==> src/design/vsd_pkg.sv <==
// Package of constants and types for the bus slave decode and reset default block.
package vsd_pkg;
    // Address modifier codes accepted for short space cycles.
    localparam logic [5:0] VSD_AM_SUPER = 6'h2D;
    localparam logic [5:0] VSD_AM_USER = 6'h29;
    // Factory switch positions give a base of B200.
    localparam logic [3:0] VSD_SW_HIGH_DEF = 4'hB;
    localparam logic [3:0] VSD_SW_LOW_DEF = 4'h2;
    // Byte locations inside the claimed block that carry behaviour.
    localparam logic [7:0] VSD_OFS_DATA = 8'h00;
    localparam logic [7:0] VSD_OFS_STAT = 8'h01;
    // Register offsets on the local register port.
    localparam logic [3:0] VSD_REG_STATUS = 4'h0;
    localparam logic [3:0] VSD_REG_MASK = 4'h1;
    localparam logic [3:0] VSD_REG_CTRL = 4'h2;
    localparam logic [3:0] VSD_REG_CHEN = 4'h3;
    localparam logic [3:0] VSD_REG_ALEN = 4'h4;
    localparam logic [3:0] VSD_REG_SEL = 4'h5;
    localparam logic [3:0] VSD_REG_DATA = 4'h6;
    localparam logic [3:0] VSD_REG_CFG = 4'h7;
    // Status bit positions.
    localparam int VSD_ST_CYCLE = 0;
    localparam int VSD_ST_ALARM = 1;
    localparam int VSD_ST_READY = 2;
    // Control bit positions.
    localparam int VSD_CT_FAST = 0;
    localparam int VSD_CT_REJ50 = 1;
    localparam int VSD_CT_SOFTRST = 2;
    localparam int VSD_CT_FAULT = 3;
    // Reset defaults.
    localparam logic [7:0] VSD_CTRL_RST = 8'h00;
    localparam logic [7:0] VSD_CHEN_RST = 8'hFF;
    localparam logic [7:0] VSD_ALEN_RST = 8'h00;
    localparam logic [1:0] VSD_RANGE_5V = 2'h0;
    localparam logic [7:0] VSD_FILT_RST = 8'h00;
    localparam logic VSD_FAIL_HIGH = 1'b1;
    localparam logic [15:0] VSD_FULL_SCALE = 16'h7FFF;
    localparam int VSD_CHANNELS = 8;
    localparam int VSD_FRESH_SLOTS = 35;
    // Timing: clock, slot time, fault lamp time.
    localparam int VSD_CLK_MHZ = 100;
    localparam int VSD_SLOT_MS = 22;
    localparam int VSD_LAMP_MS = 500;
    localparam int VSD_SLOT_CYC = VSD_SLOT_MS * 1000 * VSD_CLK_MHZ;
    localparam int VSD_LAMP_CYC = VSD_LAMP_MS * 1000 * VSD_CLK_MHZ;
    typedef enum logic [1:0] {VSD_RESET, VSD_HOLD, VSD_RUN} vsd_state_type;
endpackage : vsd_pkg

==> src/design/vsd_top.sv <==
// Bus slave decode, reset defaults, channel scan store and fault lamp.
// Operation
// Respond only to modifiers 2D and 29.
// Claim 256-byte block, act on two bytes.
// High and low switches form base digits.
// Factory switch positions decode to B200.
// Host places no other slave in block.
// Reset selects standard 22 ms slot speed.
// Reset makes 60 Hz rejection active.
// Reset enables every channel for scanning.
// Reset zeroes data; fresh after 35 slots.
// Reset selects 5 V range per channel.
// Reset clears all filter constants.
// Reset disables all channel alarms.
// Reset sets fail high on open sensor.
// Fault lamp on during reset or fault.
// Lamp held half second after reset.
// Scan channels, store latest result each.
// Readable alarm flag for limit violation.
// Hold defaults while bus reset asserted.
//
// Design decisions made here: the address-and-strobe port and the register offsets.
`timescale 1ns/1ns
module vsd_top #(
    parameter int SLOT_CYC = vsd_pkg::VSD_SLOT_CYC,
    parameter int LAMP_CYC = vsd_pkg::VSD_LAMP_CYC
) (
    input wire logic clk,
    input wire logic rst_n,
    input wire logic bus_sysreset_n,
    input wire logic [15:0] bus_addr,
    input wire logic [5:0] bus_am,
    input wire logic bus_strobe,
    input wire logic [3:0] base_addr_high_switch,
    input wire logic [3:0] base_addr_low_switch,
    input wire logic [15:0] conv_result,
    input wire logic conv_open,
    input wire logic [3:0] reg_addr,
    input wire logic [15:0] reg_wdata,
    input wire logic reg_wr,
    input wire logic reg_rd,
    output logic [15:0] reg_rdata,
    output logic bus_select,
    output logic bus_select_stat,
    output logic [2:0] scan_chan,
    output logic fast_mode,
    output logic reject_50hz,
    output logic fault_lamp,
    output logic alarm_flag,
    output logic irq
);
    import vsd_pkg::*;

    logic [1:0] sysrst_sync_q;
    logic [3:0] sw_hi_a_q, sw_hi_b_q, sw_lo_a_q, sw_lo_b_q;
    logic [15:0] addr_a_q, addr_b_q;
    logic [5:0] am_a_q, am_b_q;
    logic strb_a_q, strb_b_q;
    logic [15:0] conv_a_q, conv_b_q;
    logic open_a_q, open_b_q;
    vsd_state_type state_q;
    logic [31:0] lamp_cnt_q, slot_cnt_q;
    logic [5:0] slots_q;
    logic [7:0] ctrl_q, chen_q, alen_q;
    logic [2:0] sel_q;
    logic [2:0] status_q, mask_q;
    logic [15:0] data_q [VSD_CHANNELS];
    logic [15:0] lim_q [VSD_CHANNELS];
    logic [1:0] range_q [VSD_CHANNELS];
    logic [7:0] filt_q [VSD_CHANNELS];
    logic failhi_q [VSD_CHANNELS];
    logic [7:0] viol_q;
    logic defaults_load, slot_tick, soft_rst, hit, hit_d, hit_q;
    logic [2:0] st_set;

    // Two-flop synchronisers on the bus, switch and converter inputs; only the second stage is read.
    always_ff @(posedge clk or negedge rst_n) begin
        if (!rst_n) begin
            sysrst_sync_q <= 2'h0;
            sw_hi_a_q <= 4'h0;
            sw_hi_b_q <= 4'h0;
            sw_lo_a_q <= 4'h0;
            sw_lo_b_q <= 4'h0;
            addr_a_q <= 16'h0000;
            addr_b_q <= 16'h0000;
            am_a_q <= 6'h00;
            am_b_q <= 6'h00;
            strb_a_q <= 1'b0;
            strb_b_q <= 1'b0;
            conv_a_q <= 16'h0000;
            conv_b_q <= 16'h0000;
            open_a_q <= 1'b0;
            open_b_q <= 1'b0;
        end else begin
            sysrst_sync_q <= {sysrst_sync_q[0], bus_sysreset_n};
            sw_hi_a_q <= base_addr_high_switch;
            sw_hi_b_q <= sw_hi_a_q;
            sw_lo_a_q <= base_addr_low_switch;
            sw_lo_b_q <= sw_lo_a_q;
            addr_a_q <= bus_addr;
            addr_b_q <= addr_a_q;
            am_a_q <= bus_am;
            am_b_q <= am_a_q;
            strb_a_q <= bus_strobe;
            strb_b_q <= strb_a_q;
            conv_a_q <= conv_result;
            conv_b_q <= conv_a_q;
            open_a_q <= conv_open;
            open_b_q <= open_a_q;
        end
    end

    // Decode: modifier match and the two switch digits against the top byte.
    // The whole block is claimed so no stray slave can alias into it.
    always_comb begin
        hit = strb_b_q && (am_b_q == VSD_AM_SUPER || am_b_q == VSD_AM_USER);
        hit = hit && (addr_b_q[15:8] == {sw_hi_b_q, sw_lo_b_q});
        hit_d = hit && (addr_b_q[7:1] == 7'h00);
    end

    // Bus select outputs registered so they come straight from flops.
    always_ff @(posedge clk or negedge rst_n) begin
        if (!rst_n) begin
            bus_select <= 1'b0;
            bus_select_stat <= 1'b0;
            hit_q <= 1'b0;
        end else begin
            bus_select <= hit;
            bus_select_stat <= hit_d && (addr_b_q[7:0] == VSD_OFS_STAT);
            hit_q <= hit_d;
        end
    end

    // Decode checks: a select needs a legal modifier and the switch digits.
    a_am_filter: assert property (@(posedge clk) disable iff (!rst_n)
        bus_select |-> $past(am_b_q == VSD_AM_SUPER || am_b_q == VSD_AM_USER))
        else $error("select with wrong modifier");
    a_block_claim: assert property (@(posedge clk) disable iff (!rst_n)
        bus_select |-> $past(addr_b_q[15:8] == {sw_hi_b_q, sw_lo_b_q}))
        else $error("select outside block");
    a_two_bytes: assert property (@(posedge clk) disable iff (!rst_n)
        hit_q |-> $past(addr_b_q[7:1]) == 7'h00)
        else $error("active byte beyond two");
    a_stat_byte: assert property (@(posedge clk) disable iff (!rst_n)
        bus_select_stat |-> bus_select)
        else $error("status byte without block select");
    a_switch_digits: assert property (@(posedge clk) disable iff (!rst_n)
        $past(hit) |-> bus_select)
        else $error("switch decode missed");
    a_base_factory: assert property (@(posedge clk) disable iff (!rst_n)
        (sw_hi_b_q == VSD_SW_HIGH_DEF && sw_lo_b_q == VSD_SW_LOW_DEF && strb_b_q
         && am_b_q == VSD_AM_SUPER && addr_b_q == 16'hB200) |=> bus_select)
        else $error("B200 not decoded");

    // Reset sequence: hold while bus reset or soft reset, then time the lamp.
    assign soft_rst = reg_wr && reg_addr == VSD_REG_CTRL && reg_wdata[VSD_CT_SOFTRST];
    assign defaults_load = (state_q != VSD_RUN);
    always_ff @(posedge clk or negedge rst_n) begin
        if (!rst_n) begin
            state_q <= VSD_RESET;
            lamp_cnt_q <= 32'h0;
        end else if (!sysrst_sync_q[1] || soft_rst) begin
            state_q <= VSD_RESET;
            lamp_cnt_q <= 32'h0;
        end else begin
            unique case (state_q)
                VSD_RESET: state_q <= VSD_HOLD;
                VSD_HOLD: begin
                    lamp_cnt_q <= lamp_cnt_q + 32'h1;
                    if (lamp_cnt_q >= 32'(LAMP_CYC - 1)) state_q <= VSD_RUN;
                end
                VSD_RUN: state_q <= VSD_RUN;
            endcase
        end
    end

    // Sequence checks: a bus reset or a soft reset restarts the lamp timing.
    a_lamp_hold: assert property (@(posedge clk) disable iff (!rst_n)
        !sysrst_sync_q[1] |=> state_q == VSD_RESET ##1 fault_lamp)
        else $error("bus reset not held");
    a_soft_restart: assert property (@(posedge clk) disable iff (!rst_n)
        soft_rst |=> state_q == VSD_RESET)
        else $error("soft reset did not restart");

    // Fault lamp: reset in progress or a fault flagged by software.
    always_ff @(posedge clk or negedge rst_n) begin
        if (!rst_n) fault_lamp <= 1'b1;
        else fault_lamp <= defaults_load || ctrl_q[VSD_CT_FAULT];
    end

    // Lamp checks: lit through the whole reset, dark once running without a fault.
    a_lamp_reset: assert property (@(posedge clk) disable iff (!rst_n)
        defaults_load |=> fault_lamp)
        else $error("lamp off during reset");
    a_lamp_release: assert property (@(posedge clk) disable iff (!rst_n)
        state_q == VSD_RUN && !ctrl_q[VSD_CT_FAULT] |=> !fault_lamp)
        else $error("lamp stuck after reset");

    // Board configuration registers with their reset defaults.
    always_ff @(posedge clk or negedge rst_n) begin
        if (!rst_n) begin
            ctrl_q <= VSD_CTRL_RST;
            chen_q <= VSD_CHEN_RST;
            alen_q <= VSD_ALEN_RST;
            sel_q <= 3'h0;
        end else if (defaults_load) begin
            ctrl_q <= VSD_CTRL_RST;
            chen_q <= VSD_CHEN_RST;
            alen_q <= VSD_ALEN_RST;
        end else if (reg_wr) begin
            if (reg_addr == VSD_REG_CTRL) ctrl_q <= {reg_wdata[7:3], 1'b0, reg_wdata[1:0]};
            if (reg_addr == VSD_REG_CHEN) chen_q <= reg_wdata[7:0];
            if (reg_addr == VSD_REG_ALEN) alen_q <= reg_wdata[7:0];
            if (reg_addr == VSD_REG_SEL) sel_q <= reg_wdata[2:0];
        end
    end

    always_ff @(posedge clk or negedge rst_n) begin
        if (!rst_n) begin
            fast_mode <= 1'b0;
            reject_50hz <= 1'b0;
        end else begin
            fast_mode <= ctrl_q[VSD_CT_FAST];
            reject_50hz <= ctrl_q[VSD_CT_REJ50];
        end
    end

    // Board register defaults, one cycle after a load; the mode pins follow a cycle later.
    a_speed_default: assert property (@(posedge clk) disable iff (!rst_n)
        defaults_load |=> !ctrl_q[VSD_CT_FAST] && !ctrl_q[VSD_CT_REJ50])
        else $error("speed or rejection default");
    a_rej_default: assert property (@(posedge clk) disable iff (!rst_n)
        defaults_load |=> ##1 !reject_50hz)
        else $error("60 Hz not default");
    a_chen_default: assert property (@(posedge clk) disable iff (!rst_n)
        defaults_load |=> chen_q == VSD_CHEN_RST && alen_q == VSD_ALEN_RST)
        else $error("channel enable defaults");
    a_alarm_default: assert property (@(posedge clk) disable iff (!rst_n)
        defaults_load |=> alen_q == VSD_ALEN_RST)
        else $error("alarms not disabled");

    // Slot timer: one enable pulse per channel slot, stepping through all channels; the store skips disabled ones.
    assign slot_tick = !defaults_load && slot_cnt_q >= 32'(SLOT_CYC - 1);
    always_ff @(posedge clk or negedge rst_n) begin
        if (!rst_n) begin
            slot_cnt_q <= 32'h0;
            scan_chan <= 3'h0;
            slots_q <= 6'h0;
        end else if (defaults_load) begin
            slot_cnt_q <= 32'h0;
            scan_chan <= 3'h0;
            slots_q <= 6'h0;
        end else if (slot_tick) begin
            slot_cnt_q <= 32'h0;
            scan_chan <= scan_chan + 3'h1;
            if (slots_q < 6'(VSD_FRESH_SLOTS)) slots_q <= slots_q + 6'h1;
        end else begin
            slot_cnt_q <= slot_cnt_q + 32'h1;
        end
    end

    // Scan check: every slot pulse moves on to the next channel.
    a_slot_step: assert property (@(posedge clk) disable iff (!rst_n)
        slot_tick |=> scan_chan == $past(scan_chan) + 3'h1)
        else $error("scan channel did not step");

    // Per-channel store, configuration and limit check.
    generate
        for (genvar c = 0; c < VSD_CHANNELS; c++) begin : g_chan
            always_ff @(posedge clk or negedge rst_n) begin
                if (!rst_n) begin
                    data_q[c] <= 16'h0000;
                    range_q[c] <= VSD_RANGE_5V;
                    filt_q[c] <= VSD_FILT_RST;
                    failhi_q[c] <= VSD_FAIL_HIGH;
                    lim_q[c] <= 16'h0000;
                end else if (defaults_load) begin
                    data_q[c] <= 16'h0000;
                    range_q[c] <= VSD_RANGE_5V;
                    filt_q[c] <= VSD_FILT_RST;
                    failhi_q[c] <= VSD_FAIL_HIGH;
                end else begin
                    if (slot_tick && scan_chan == 3'(c) && chen_q[c])
                        data_q[c] <= (open_b_q && failhi_q[c]) ? VSD_FULL_SCALE : conv_b_q;
                    if (reg_wr && reg_addr == VSD_REG_CFG && sel_q == 3'(c)) begin
                        range_q[c] <= reg_wdata[1:0];
                        failhi_q[c] <= reg_wdata[2];
                        filt_q[c] <= reg_wdata[15:8];
                    end
                    if (reg_wr && reg_addr == VSD_REG_DATA && sel_q == 3'(c))
                        lim_q[c] <= reg_wdata;
                end
            end
            assign viol_q[c] = alen_q[c] && (data_q[c] > lim_q[c]);
        end
    endgenerate

    // Channel checks on sample channels, one cycle after a load or a slot.
    a_data_zero: assert property (@(posedge clk) disable iff (!rst_n)
        defaults_load |=> data_q[0] == 16'h0000 && slots_q == 6'h0)
        else $error("data not cleared");
    a_cfg_default: assert property (@(posedge clk) disable iff (!rst_n)
        defaults_load |=> range_q[7] == VSD_RANGE_5V && filt_q[7] == VSD_FILT_RST
        && failhi_q[7])
        else $error("channel config defaults");
    a_filt_default: assert property (@(posedge clk) disable iff (!rst_n)
        defaults_load |=> filt_q[0] == VSD_FILT_RST)
        else $error("filter not cleared");
    a_fail_high: assert property (@(posedge clk) disable iff (!rst_n)
        defaults_load |=> failhi_q[4] && range_q[4] == VSD_RANGE_5V)
        else $error("open sensor not failing high");
    a_store_slot: assert property (@(posedge clk) disable iff (!rst_n)
        slot_tick && scan_chan == 3'h2 && chen_q[2] && !open_b_q
        |=> data_q[2] == $past(conv_b_q))
        else $error("scan result not stored");

    // Alarm flag visible to the host without touching sensor data.
    always_ff @(posedge clk or negedge rst_n) begin
        if (!rst_n) alarm_flag <= 1'b0;
        else alarm_flag <= |viol_q;
    end

    // Alarm check: any enabled violation shows on the flag a cycle later.
    a_alarm_flag: assert property (@(posedge clk) disable iff (!rst_n)
        (|viol_q) |=> alarm_flag)
        else $error("alarm flag missed");

    // Sticky status: set wins over a write-one clear.
    assign st_set = {slots_q == 6'(VSD_FRESH_SLOTS - 1) && slot_tick, |viol_q, hit_q};
    always_ff @(posedge clk or negedge rst_n) begin
        if (!rst_n) begin
            status_q <= 3'h0;
            mask_q <= 3'h0;
        end else begin
            if (reg_wr && reg_addr == VSD_REG_STATUS)
                status_q <= (status_q & ~reg_wdata[2:0]) | st_set;
            else
                status_q <= status_q | st_set;
            if (reg_wr && reg_addr == VSD_REG_MASK) mask_q <= reg_wdata[2:0];
        end
    end

    // Fresh check: the last of the settling slots sets the ready bit, even under a clear.
    a_fresh_status: assert property (@(posedge clk) disable iff (!rst_n)
        slot_tick && slots_q == 6'(VSD_FRESH_SLOTS - 1) |=> status_q[VSD_ST_READY])
        else $error("fresh status missed");

    always_ff @(posedge clk or negedge rst_n) begin
        if (!rst_n) irq <= 1'b0;
        else irq <= |(status_q & mask_q);
    end

    // Interrupt check: an unmasked status bit raises the line a cycle later.
    a_irq_level: assert property (@(posedge clk) disable iff (!rst_n)
        (|(status_q & mask_q)) |=> irq)
        else $error("interrupt not raised");

    // Read port: data one cycle after the strobe, zero otherwise.
    always_ff @(posedge clk or negedge rst_n) begin
        if (!rst_n) reg_rdata <= 16'h0000;
        else if (reg_rd) begin
            unique case (reg_addr)
                VSD_REG_STATUS: reg_rdata <= {13'h0, status_q};
                VSD_REG_MASK: reg_rdata <= {13'h0, mask_q};
                VSD_REG_CTRL: reg_rdata <= {8'h00, ctrl_q};
                VSD_REG_CHEN: reg_rdata <= {8'h00, chen_q};
                VSD_REG_ALEN: reg_rdata <= {8'h00, alen_q};
                VSD_REG_SEL: reg_rdata <= {13'h0, sel_q};
                VSD_REG_DATA: reg_rdata <= data_q[sel_q];
                VSD_REG_CFG: reg_rdata <= {filt_q[sel_q], 5'h00, failhi_q[sel_q], range_q[sel_q]};
                default: reg_rdata <= 16'h0000;
            endcase
        end else reg_rdata <= 16'h0000;
    end

    // Read data stand for one cycle only, so a stale word never lingers on the port.
    a_rd_zero: assert property (@(posedge clk) disable iff (!rst_n)
        !$past(reg_rd) |-> reg_rdata == 16'h0000)
        else $error("read data outside read cycle");
endmodule : vsd_top

==> config.mk <==
export PLATFORM = sky130hd
export DESIGN_NAME = vsd_top
export DESIGN_NICKNAME = d
export VERILOG_FILES = /design/src/design/vsd_pkg.sv /design/src/design/vsd_top.sv
export SDC_FILE = /design/constraint.sdc
export NUM_CORES = 1
export LEC_CHECK = 0
export ABC_CLOCK_PERIOD_IN_PS = 2200
export BUFFER_PORTS_ARGS = -buffer_cell sky130_fd_sc_hd__clkbuf_2
export CORE_MARGIN = 5
export CORE_UTILIZATION = 45
export CTS_CLUSTER_DIAMETER = 50
export DETAILED_ROUTE_END_ITERATION = 10
export PLACE_DENSITY = 0.68
export SYNTH_ARGS = -nofsm -noshare
export SYNTH_HDL_FRONTEND = slang
export SYNTH_SLANG_ARGS = --single-unit
==> constraint.sdc <==
create_clock -name clk -period 2.2 [get_ports clk]
set_input_delay 0.22 -clock clk [delete_from_list [all_inputs] [get_ports clk]]
set_output_delay 0.22 -clock clk [all_outputs]
set_load 0.01 [all_outputs]
After elaboration in Yosys (flattened, before gate mapping)
Cells that the tools add are included.

operators by class
  add/subtract/negate cells = 4
  multiplexer cells = 108
  $lt $le $gt $ge = 12
  reductions and logical operators = 108
  bitwise operators = 7
  equal/unequal tests = 30

operator list
  operator                                                                 number
  16-bit two-way mux                                                       27
  8-bit two-way mux                                                        27
  16-bit > comparator                                                      8
  32-bit two-way mux                                                       4
  16-bit one-hot mux with 8 select lines                                   1
  32-bit by 1-bit adder with 32-bit output, second input constant          2
  1-bit logical AND                                                        60
  16-bit binary-select mux with 3-bit select                               1
  2-bit nonzero test                                                       23
  2-bit two-way mux                                                        20
  32-bit by 22-bit >= comparator with 1-bit output, second input constant  1
  32-bit by 26-bit >= comparator with 1-bit output, second input constant  1
  8-bit binary-select mux with 3-bit select                                1
  3-bit equality test, second input constant                               8
  2-bit AND reduction                                                      12
  6-bit equality test, second input constant                               3
  1-bit two-way mux                                                        18
  6-bit two-way mux                                                        3
  4-bit by 3-bit equality test with 1-bit output, second input constant    4
  3-bit by 2-bit equality test with 1-bit output, second input constant    4
  3-bit two-way mux                                                        3
  4-bit by 2-bit equality test with 1-bit output, second input constant    2
  8-bit by 1-bit equality test with 1-bit output, second input constant    1
  8-bit equality test                                                      1
  27 further kinds                                                         34

word-level totals
  word-level logic and storage cells = 344
  flip-flop bits (word level) = 574

Longest topological paths before layout
Gate-level depths: netlist of the first run.

  depth in word-level cells = 7
  mapped depth = 10
  depth with buffers taken out = 8

Worst setup path after synthesis of the first run
Ideal clock, no wire load.

  kind = register -> register
  from = register slot_cnt_q[0]
  to = register data_q[101] (netlist name)
  setup time = 126 ps
  required time = 2074 ps
  cell stages (with the launch flop) = 9
  period minus slack after synthesis = 2124 ps
  setup slack = 76 ps
  arrival = 1998 ps
  cells stage by stage = dfrtp_1 -> ha_1 -> nand3_4 -> o21bai_4 -> a41oi_4 -> nor3_2 -> nor2_2 -> buf_6 -> o311a_1

between the ends
  cells in the longest elaborated chain, start to end = 5

ends and longest elaborated chain
  what                                              RTL line        RTL
  start, declared                                   vsd_top.sv:62   logic [31:0] lamp_cnt_q, slot_cnt_q;
  start signal, assigned                            vsd_top.sv:258  slot_cnt_q <= slot_cnt_q + 32'h1;
  32-bit by 22-bit >= comparator with 1-bit output  vsd_top.sv:243  assign slot_tick = !defaults_load && slot_cnt_q >= 32'(SLOT_CYC - 1);
  1-bit logical AND                                 vsd_top.sv:243
  1-bit logical AND (2 in a row)                    vsd_top.sv:283  if (slot_tick && scan_chan == 3'(c) && chen_q[c])
  2-bit nonzero test (no line)                      -
  end signal, assigned by index                     vsd_top.sv:284  data_q[c] <= (open_b_q && failhi_q[c]) ? VSD_FULL_SCALE : conv_b_q;
  end, declared                                     vsd_top.sv:67   logic [15:0] data_q [VSD_CHANNELS];

Every way passes these cells.
A chain may end at the register's enable or synchronous reset.

Worst setup path in the final report of the first run
  from = register data_q[102] (netlist name)
  to = register status_q[1]

between the ends
  cells in the longest elaborated chain, start to end = 5

ends and longest elaborated chain
  what                                        RTL line                        RTL
  16-bit > comparator *                       vsd_top.sv:294                  assign viol_q[c] = alen_q[c] && (data_q[c] > lim_q[c]);
  1-bit logical AND *                         vsd_top.sv:294
  8-bit OR reduction *                        vsd_top.sv:329                  assign st_set = {slots_q == 6'(VSD_FRESH_SLOTS - 1) && slot_tick, |viol_q, hit_q};
  3-bit bitwise OR, on equally long branches  vsd_top.sv:338, vsd_top.sv:336
  3-bit two-way mux *                         vsd_top.sv:335                  if (reg_wr && reg_addr == VSD_REG_STATUS)
  end signal, assigned                        vsd_top.sv:336                  status_q <= (status_q & ~reg_wdata[2:0]) | st_set;
  end signal, assigned                        vsd_top.sv:338                  status_q <= status_q | st_set;
  end, declared                               vsd_top.sv:66                   logic [2:0] status_q, mask_q;

Mark *: on every way between the ends. The rest lies on a longest branch, timed or not.

==> impl_metrics.env, run 1 <==
export IMPL_syn_inst=2513
export IMPL_grt_pass1_vias=21900
export IMPL_drc=0
export IMPL_die_area_um2=66400
export IMPL_clkPwrFrac=0.413
export IMPL_drtIter0Drc=2132
export IMPL_rsz0062_at_grt="true"
export IMPL_cts_sinks=571
export IMPL_fmax_ghz=0.438
export IMPL_synth_area_um2=27600
export IMPL_yosys_mux_area_fraction=0.0959
export IMPL_finalHoldViolations=0
export IMPL_worstHoldPathType="in2async"
export IMPL_ys_seq_elements=571
export IMPL_io_buffers=97
export IMPL_pwr_share_seq=0.410
export IMPL_maxSlewViolCount=0
export IMPL_synth_simple_gate_area_share=0.135
export IMPL_failed_checks="setup timing"
export IMPL_synth_fa_ha_area_frac=0.0635
export IMPL_tightest_slew_ns=0.796
export IMPL_p_int_mw=19.9
export IMPL_routed_wl_um=82300
export IMPL_ir_worst_vdd_v=0.000613
export IMPL_fin_crit_sh=1.04
export IMPL_p_sw_mw=7.86
export IMPL_cts_tree="done"
export IMPL_die_width_um=258
export IMPL_grt_overflow_total=0
export IMPL_synth_top_family_by_area="simple AND/OR/NAND/NOR gates"
export IMPL_crit_type="reg2reg"
export IMPL_r2r_start="data_q[102]"
export IMPL_antenna_found_initial=4
export IMPL_grt_start_max_net_pins=95
export IMPL_post_place_ws_ns=-0.518
export IMPL_grt_usage=0.245
export IMPL_place_gp_congestion=0.968
export IMPL_yosysWarnings=0
export IMPL_cp_arrival_ns=2.79
export IMPL_row_count=90
export IMPL_cp_start_kind="register"
export IMPL_fill_cells=4978
export IMPL_mostFrequentLayoutCells="dfrtp_1, buf_4, nand2_1"
export IMPL_synth_avg_cell_area_um2=11.0
export IMPL_hpwl_um=57500
export IMPL_maxCapViolCount=0
export IMPL_syn2layout_area_growth_pct=23.6
export IMPL_r2r_cells=8
export IMPL_p_leak_nw=15.8
export IMPL_ys_seq_area_frac=0.519
export IMPL_final_nets=3077
export IMPL_worstPathRequired_ns=2.70
export IMPL_cp_end_kind="register"
export IMPL_pwr_share_comb=0.177
export IMPL_dr_pass1_iters=8
export IMPL_synth_edf_count=0
export IMPL_synth_distinct_cells=83
export IMPL_finClkSkew_ns=0.0501
export IMPL_relSlewSlack=0.469
export IMPL_pin_count=99
export IMPL_crit_fanout=3
export IMPL_layout_commonest_cell="dfrtp_1"
export IMPL_synth_compound_area_frac=0.118
export IMPL_synth_xor_area_share=0.0181
export IMPL_finalWorstSetupSlack_ns=-0.0856
export IMPL_seq_area_um2=14300
export IMPL_netSwitchingFraction=0.283
export IMPL_ctsHtreeMaxLevel=3
export IMPL_vias=21600
export IMPL_coreArea_um2=60600
export IMPL_clockBufferDepth=3
export IMPL_finalSetupViolCount=2
export IMPL_ant_nets=0
export IMPL_n_antenna_cell=0
export IMPL_viasPerCell=5.84
export IMPL_multi_input_area_um2=12300
export IMPL_reg2reg_setup_slack_ns=-0.09
export IMPL_clk_latency_ns=0.63
export IMPL_grt_pass1_wl_um=128000
export IMPL_r2r_end="status_q[1]"
export IMPL_cts_reportedPaths_clkPinSlew_ns=0.06
export IMPL_power_per_cell_area_nw_per_um2=813
export IMPL_synth_flop_cell="dfrtp_1"
export IMPL_die_y_um=258
export IMPL_finalPower_mw=27.8
export IMPL_cts_root_buffer="clkbuf_16"
export IMPL_cts_buffers=68
export IMPL_status="finished with violations"
export IMPL_wire_per_inst_um=22.2
export IMPL_drive_gt1_frac=0.260
export IMPL_ys_async_sr_fraction=1.00
export IMPL_start_util=0.455
export IMPL_period_needed_ns=2.29
==> critical path, stage by stage, from the launching register on <==
cell and delay [ns]:
dfrtp_1 0.43, ha_1 0.33, nand4_1 0.19, or4_1 0.55
nand2_1 0.09, a31oi_1 0.08, nor4_4 0.28, buf_4 0.16
nand3_2 0.05
==> through the flow <==
step | setup TNS, ns | cells | instance area, um2 | hold slack [ns] | utilization
floorplan | 0 | 2522 | 27600 | -0.0756 | -
global route | -0.517 | 3700 | 34100 | 0.118 | 0.563
global placement | -10.69 | 3507 | 30700 | 0.164 | 0.507
finish | -0.154 | 3700 | 34100 | 0.0906 | 0.563
detailed placement | -16.70 | 3507 | 30700 | 0.163 | 0.507
CTS | -0.0492 | 3689 | 33800 | 0.0931 | 0.558
==> kinds of logic after synthesis <==
kind of cell / count (synthesis)
simple gates: 777
flops: 571
compound gates: 470
buf+inv: 313
mux: 184
fa+ha+maj: 140
xor+xnor: 57
other cells: 1
==> repair_timing <==
| item | in CTS | in global routing |
|---|---|---|
| pin swaps | 33 | 29 |
| buffers inserted | 11 | 9 |
| setup endpoints to repair | 99 | 109 |
| endpoints found under the hold margin | 420 | 0 |
| resized for setup | 41 | 44 |
| gates cloned | 0 | 3 |
| hold buffers | 49 | 0 |
==> how the worst max path moves through the flow <==
stage	from	to	slack, ns	cells past startpoint
after global routing	data_q[127]	alarm_flag	-0.15	8
after detailed placement	slot_cnt_q[1]	data_q[50]	-0.52	7
after floorplan	slot_cnt_q[0]	data_q[101]	0.08	8
final	data_q[102]	status_q[1]	-0.09	8
after global placement	slot_cnt_q[0]	data_q[59]	-0.38	7
after CTS	data_q[95]	status_q[1]	-0.04	8
==> cells in the mapped netlist, drive strengths merged (8+ instances only) <==
| cell type | n | area [um2] |
|---|---|---|
| dfrtp | 554 | 13900 |
| nand2 | 254 | 961 |
| nor2 | 219 | 827 |
| a21oi | 150 | 769 |
| inv | 144 | 541 |
| ha | 140 | 1750 |
| clkbuf | 108 | 473 |
| nand3 | 99 | 521 |
| o21ai | 93 | 469 |
| mux2 | 82 | 923 |
| o2bb2ai | 58 | 508 |
| mux4 | 56 | 1260 |
| nand4 | 50 | 313 |
| buf | 49 | 262 |
| or3 | 48 | 320 |
| mux2i | 46 | 460 |
| o311a | 45 | 460 |
| xor2 | 34 | 298 |
| a211oi | 25 | 188 |
| xnor2 | 23 | 201 |
| a22oi | 18 | 135 |
| dfstp | 17 | 447 |
| nor2b | 17 | 109 |
| o211ai | 16 | 134 |
| nor3 | 15 | 106 |
| and2 | 13 | 81.3 |
| and3 | 13 | 81.3 |
| clkdlybuf4s25 | 10 | 100 |
| a221oi | 9 | 78.8 |
| nand2b | 9 | 56.3 |
| nor4 | 9 | 77.6 |
| o31ai | 9 | 72.6 |
| or4 | 8 | 60.1 |
==> layer usage <==
metal / up-vias / global-route usage / routed length [um]
li1: 9616 / - / -
met1: 10900 / 0.333 / 34000
met2: 922 / 0.394 / 38500
met3: 184 / 0.0466 / 6470
met4: 4 / 0.0911 / 3220
met5: - / 0 / 29
==> power by group through the flow <==
| stage | Combinational, mW | Sequential (mW) | Clock [mW] |
|---|---|---|---|
| 3_3_place_gp | 4.46 | 11.5 | 0 |
| 6_report | 4.90 | 11.4 | 11.5 |
| 4_1_cts | 4.72 | 11.4 | 11.6 |
| 2_1_floorplan | 2.72 | 11.4 | 0 |
| 3_5_place_dp | 4.59 | 11.6 | 0 |
| 5_1_grt | 5.27 | 11.4 | 12.1 |
==> final cells by class <==
cell class                 instances  area share
timing repair buffer             441       0.107
inverter                         144      0.0159
clock inverter                    30      0.0108
tap                              782      0.0287
clock buffer                      94      0.0563
sequential                       571       0.420
multi-input combinational       1638       0.362
==> state kept, by name (all words and copies together), names as in the netlist, 4 cells and up <==
signal,count
sw_lo_b_q,4
range_q,16
slots_q,6
ctrl_q,7
sw_hi_a_q,4
sw_lo_a_q,4
conv_b_q,16
reg_rdata,16
filt_q,64
chen_q,8
failhi_q,8
lim_q,128
am_b_q,5
alen_q,8
lamp_cnt_q,32
sw_hi_b_q,4
am_a_q,5
slot_cnt_q,32
addr_a_q,16
conv_a_q,16
addr_b_q,16
data_q,128
No activity file was read; power rests on OpenSTA's default activity.
==> inputs of run 2 (changes only) <==
--- a/config.mk
+++ b/config.mk
@@ -12,6 +12,7 @@
 export CTS_CLUSTER_DIAMETER = 50
 export DETAILED_ROUTE_END_ITERATION = 10
 export PLACE_DENSITY = 0.68
+export SETUP_SLACK_MARGIN = 0.05
 export SYNTH_ARGS = -nofsm -noshare
 export SYNTH_HDL_FRONTEND = slang
 export SYNTH_SLANG_ARGS = --single-unit
==> run 2 against run 1 <==
Against the previous run:
- the run still ends with setup timing left
- flip-flop and latch count unchanged
- clock skew down 0.0029 ns
- clock power about the same
- non-clock buffer count up 19
- critical endpoint unchanged
==> impl_metrics.env, run 2 (same netlist as run 1, synthesis figures left out) <==
export IMPL_wire_per_inst_um=22.7
export IMPL_place_gp_congestion=0.968
export IMPL_crit_type="reg2reg"
export IMPL_dr_pass1_iters=6
export IMPL_layout_commonest_cell="dfrtp_1"
export IMPL_hpwl_um=57500
export IMPL_io_buffers=97
export IMPL_finClkSkew_ns=0.0473
export IMPL_finalSetupViolCount=14
export IMPL_finalPower_mw=28.2
export IMPL_cts_reportedPaths_clkPinSlew_ns=0.06
export IMPL_dp_cells=3507
export IMPL_worstHoldPathType="in2async"
export IMPL_failed_checks="setup timing"
export IMPL_cp_end_kind="register"
export IMPL_cts_sinks=571
export IMPL_fin_tns_setup_ns=-0.301
export IMPL_grt_start_max_net_pins=95
export IMPL_worstPathRequired_ns=2.70
export IMPL_p_leak_nw=16.1
export IMPL_grt_usage=0.246
export IMPL_period_needed_ns=2.30
export IMPL_crit_path_top_delay_cell="or4_4"
export IMPL_cts_root_buffer="clkbuf_16"
export IMPL_ant_nets=0
export IMPL_clockBufferDepth=3
export IMPL_tightest_slew_ns=0.828
export IMPL_placed_area_um2=30700
export IMPL_syn2layout_area_growth_pct=26.2
export IMPL_cp_start_kind="register"
export IMPL_die_width_um=258
export IMPL_n_antenna_cell=0
export IMPL_drc=0
export IMPL_finalHoldViolations=0
export IMPL_cp_arrival_ns=2.80
export IMPL_vias=21900
export IMPL_cts_buffers=68
export IMPL_ir_worst_vdd_v=0.000613
export IMPL_power_per_cell_area_nw_per_um2=810
export IMPL_finalWorstSetupSlack_ns=-0.101
export IMPL_start_util=0.455
export IMPL_drive_gt1_frac=0.283
export IMPL_fill_cells=4843
export IMPL_maxCapViolCount=0
export IMPL_mostFrequentLayoutCells="dfrtp_1, nand2_1, buf_4"
export IMPL_grt_overflow_total=0
export IMPL_rsz0062_at_grt="true"
export IMPL_final_nets=3096
export IMPL_seq_area_um2=14300
export IMPL_crit_fanout=2
export IMPL_antenna_found_initial=2
export IMPL_cts_tree="done"
export IMPL_instances_no_fill=3719
export IMPL_multi_input_area_um2=12700
export IMPL_coreArea_um2=60600
export IMPL_cp_cell_sequence="ha_1, nand4_1, or4_4, or2_4, o311ai_4, buf_4, and4_4, nand3_2"
export IMPL_pin_count=99
export IMPL_drtIter0Drc=2319
export IMPL_cp_num_buf_inv=1
export IMPL_die_area_um2=66400
export IMPL_fin_crit_sh=1.05
export IMPL_grt_pass1_wl_um=129000
export IMPL_maxSlewViolCount=0
export IMPL_status="finished with violations"
export IMPL_routed_wl_um=84500
export IMPL_reg_largest_list="data_q: 128 flops, lim_q: 128 flops, filt_q: 64 flops"
export IMPL_die_y_um=258
export IMPL_viasPerCell=5.88
export IMPL_slowest_delay_ns=0.56
export IMPL_fin_area_um2=34800
export IMPL_row_count=90
export IMPL_holdWs_ns=0.0897
export IMPL_clk_latency_ns=0.63
export IMPL_critical_path_top_delay_family="simple AND/OR/NAND/NOR gates"
export IMPL_fmax_ghz=0.435
export IMPL_ctsHtreeMaxLevel=3
export IMPL_grt_pass1_vias=22000
export IMPL_relSlewSlack=0.448
-- run 2: final timing paths --
check	start	end	slack [ns]	depth (start not counted)
worst max-delay path	data_q[74]	status_q[1]	-0.10	8
worst min-delay path	rst_n	lim_q[102]	0.09	2
worst max register to register	data_q[74]	status_q[1]	-0.10	8
worst min register to register	conv_a_q[6]	conv_b_q[6]	0.33	0
max in group asynchronous	rst_n	conv_b_q[3]	1.13	3
min in group clk	reg_addr[3]	reg_rdata[2]	0.13	4
-- run 2: per-stage QoR --
step / util / setup slack [ns]
final: 0.575 / -0.101
after global routing: 0.575 / -0.200
after detailed placement: 0.507 / -0.518
after floorplan: - / 0.0765
after global placement: 0.507 / -0.380
after CTS: 0.559 / -0.0532
-- run 2: cell type report --
type | count | area share
sequential | 571 | 0.411
timing repair buffer | 460 | 0.114
inverter | 144 | 0.0156
clock inverter | 30 | 0.0106
tap | 782 | 0.0281
clock buffer | 94 | 0.0552
multi-input combinational | 1638 | 0.366
-- run 2: metal layers --
| layer | vias to the layer above | wire length, um | GRT usage |
|---|---|---|---|
| li1 | 9678 | - | - |
| met1 | 11000 | 34200 | 0.334 |
| met2 | 987 | 39600 | 0.394 |
| met3 | 229 | 7060 | 0.0465 |
| met4 | 2 | 3760 | 0.0961 |
| met5 | - | 16 | 0 |
-- run 2: worst register-to-register path, delay by kind of cell, from the launching register on --
kind / cells / cell delay, ns
simple gates: 5 / 1.25
compound gates: 1 / 0.09
flops: 1 / 0.39
fa+ha+maj: 1 / 0.30
buf+inv: 1 / 0.16
-- run 2: what timing repair did --
action                     CTS  global route
cloned                       1            10
pin swaps                   30            60
hold buffers                49             0
buffers inserted            12            20
hold endpoints to repair   420             0
resized for setup           50           119
setup endpoints to repair  132           146
-- run 2: where the power goes --
part / leakage, nW / switching (mW) / total [mW] / internal [mW]
logic: 7.61 / 3.08 / 5.32 / 2.24
clock network: 1.11 / 4.61 / 11.5 / 6.87
registers: 7.35 / 0.390 / 11.4 / 11.0
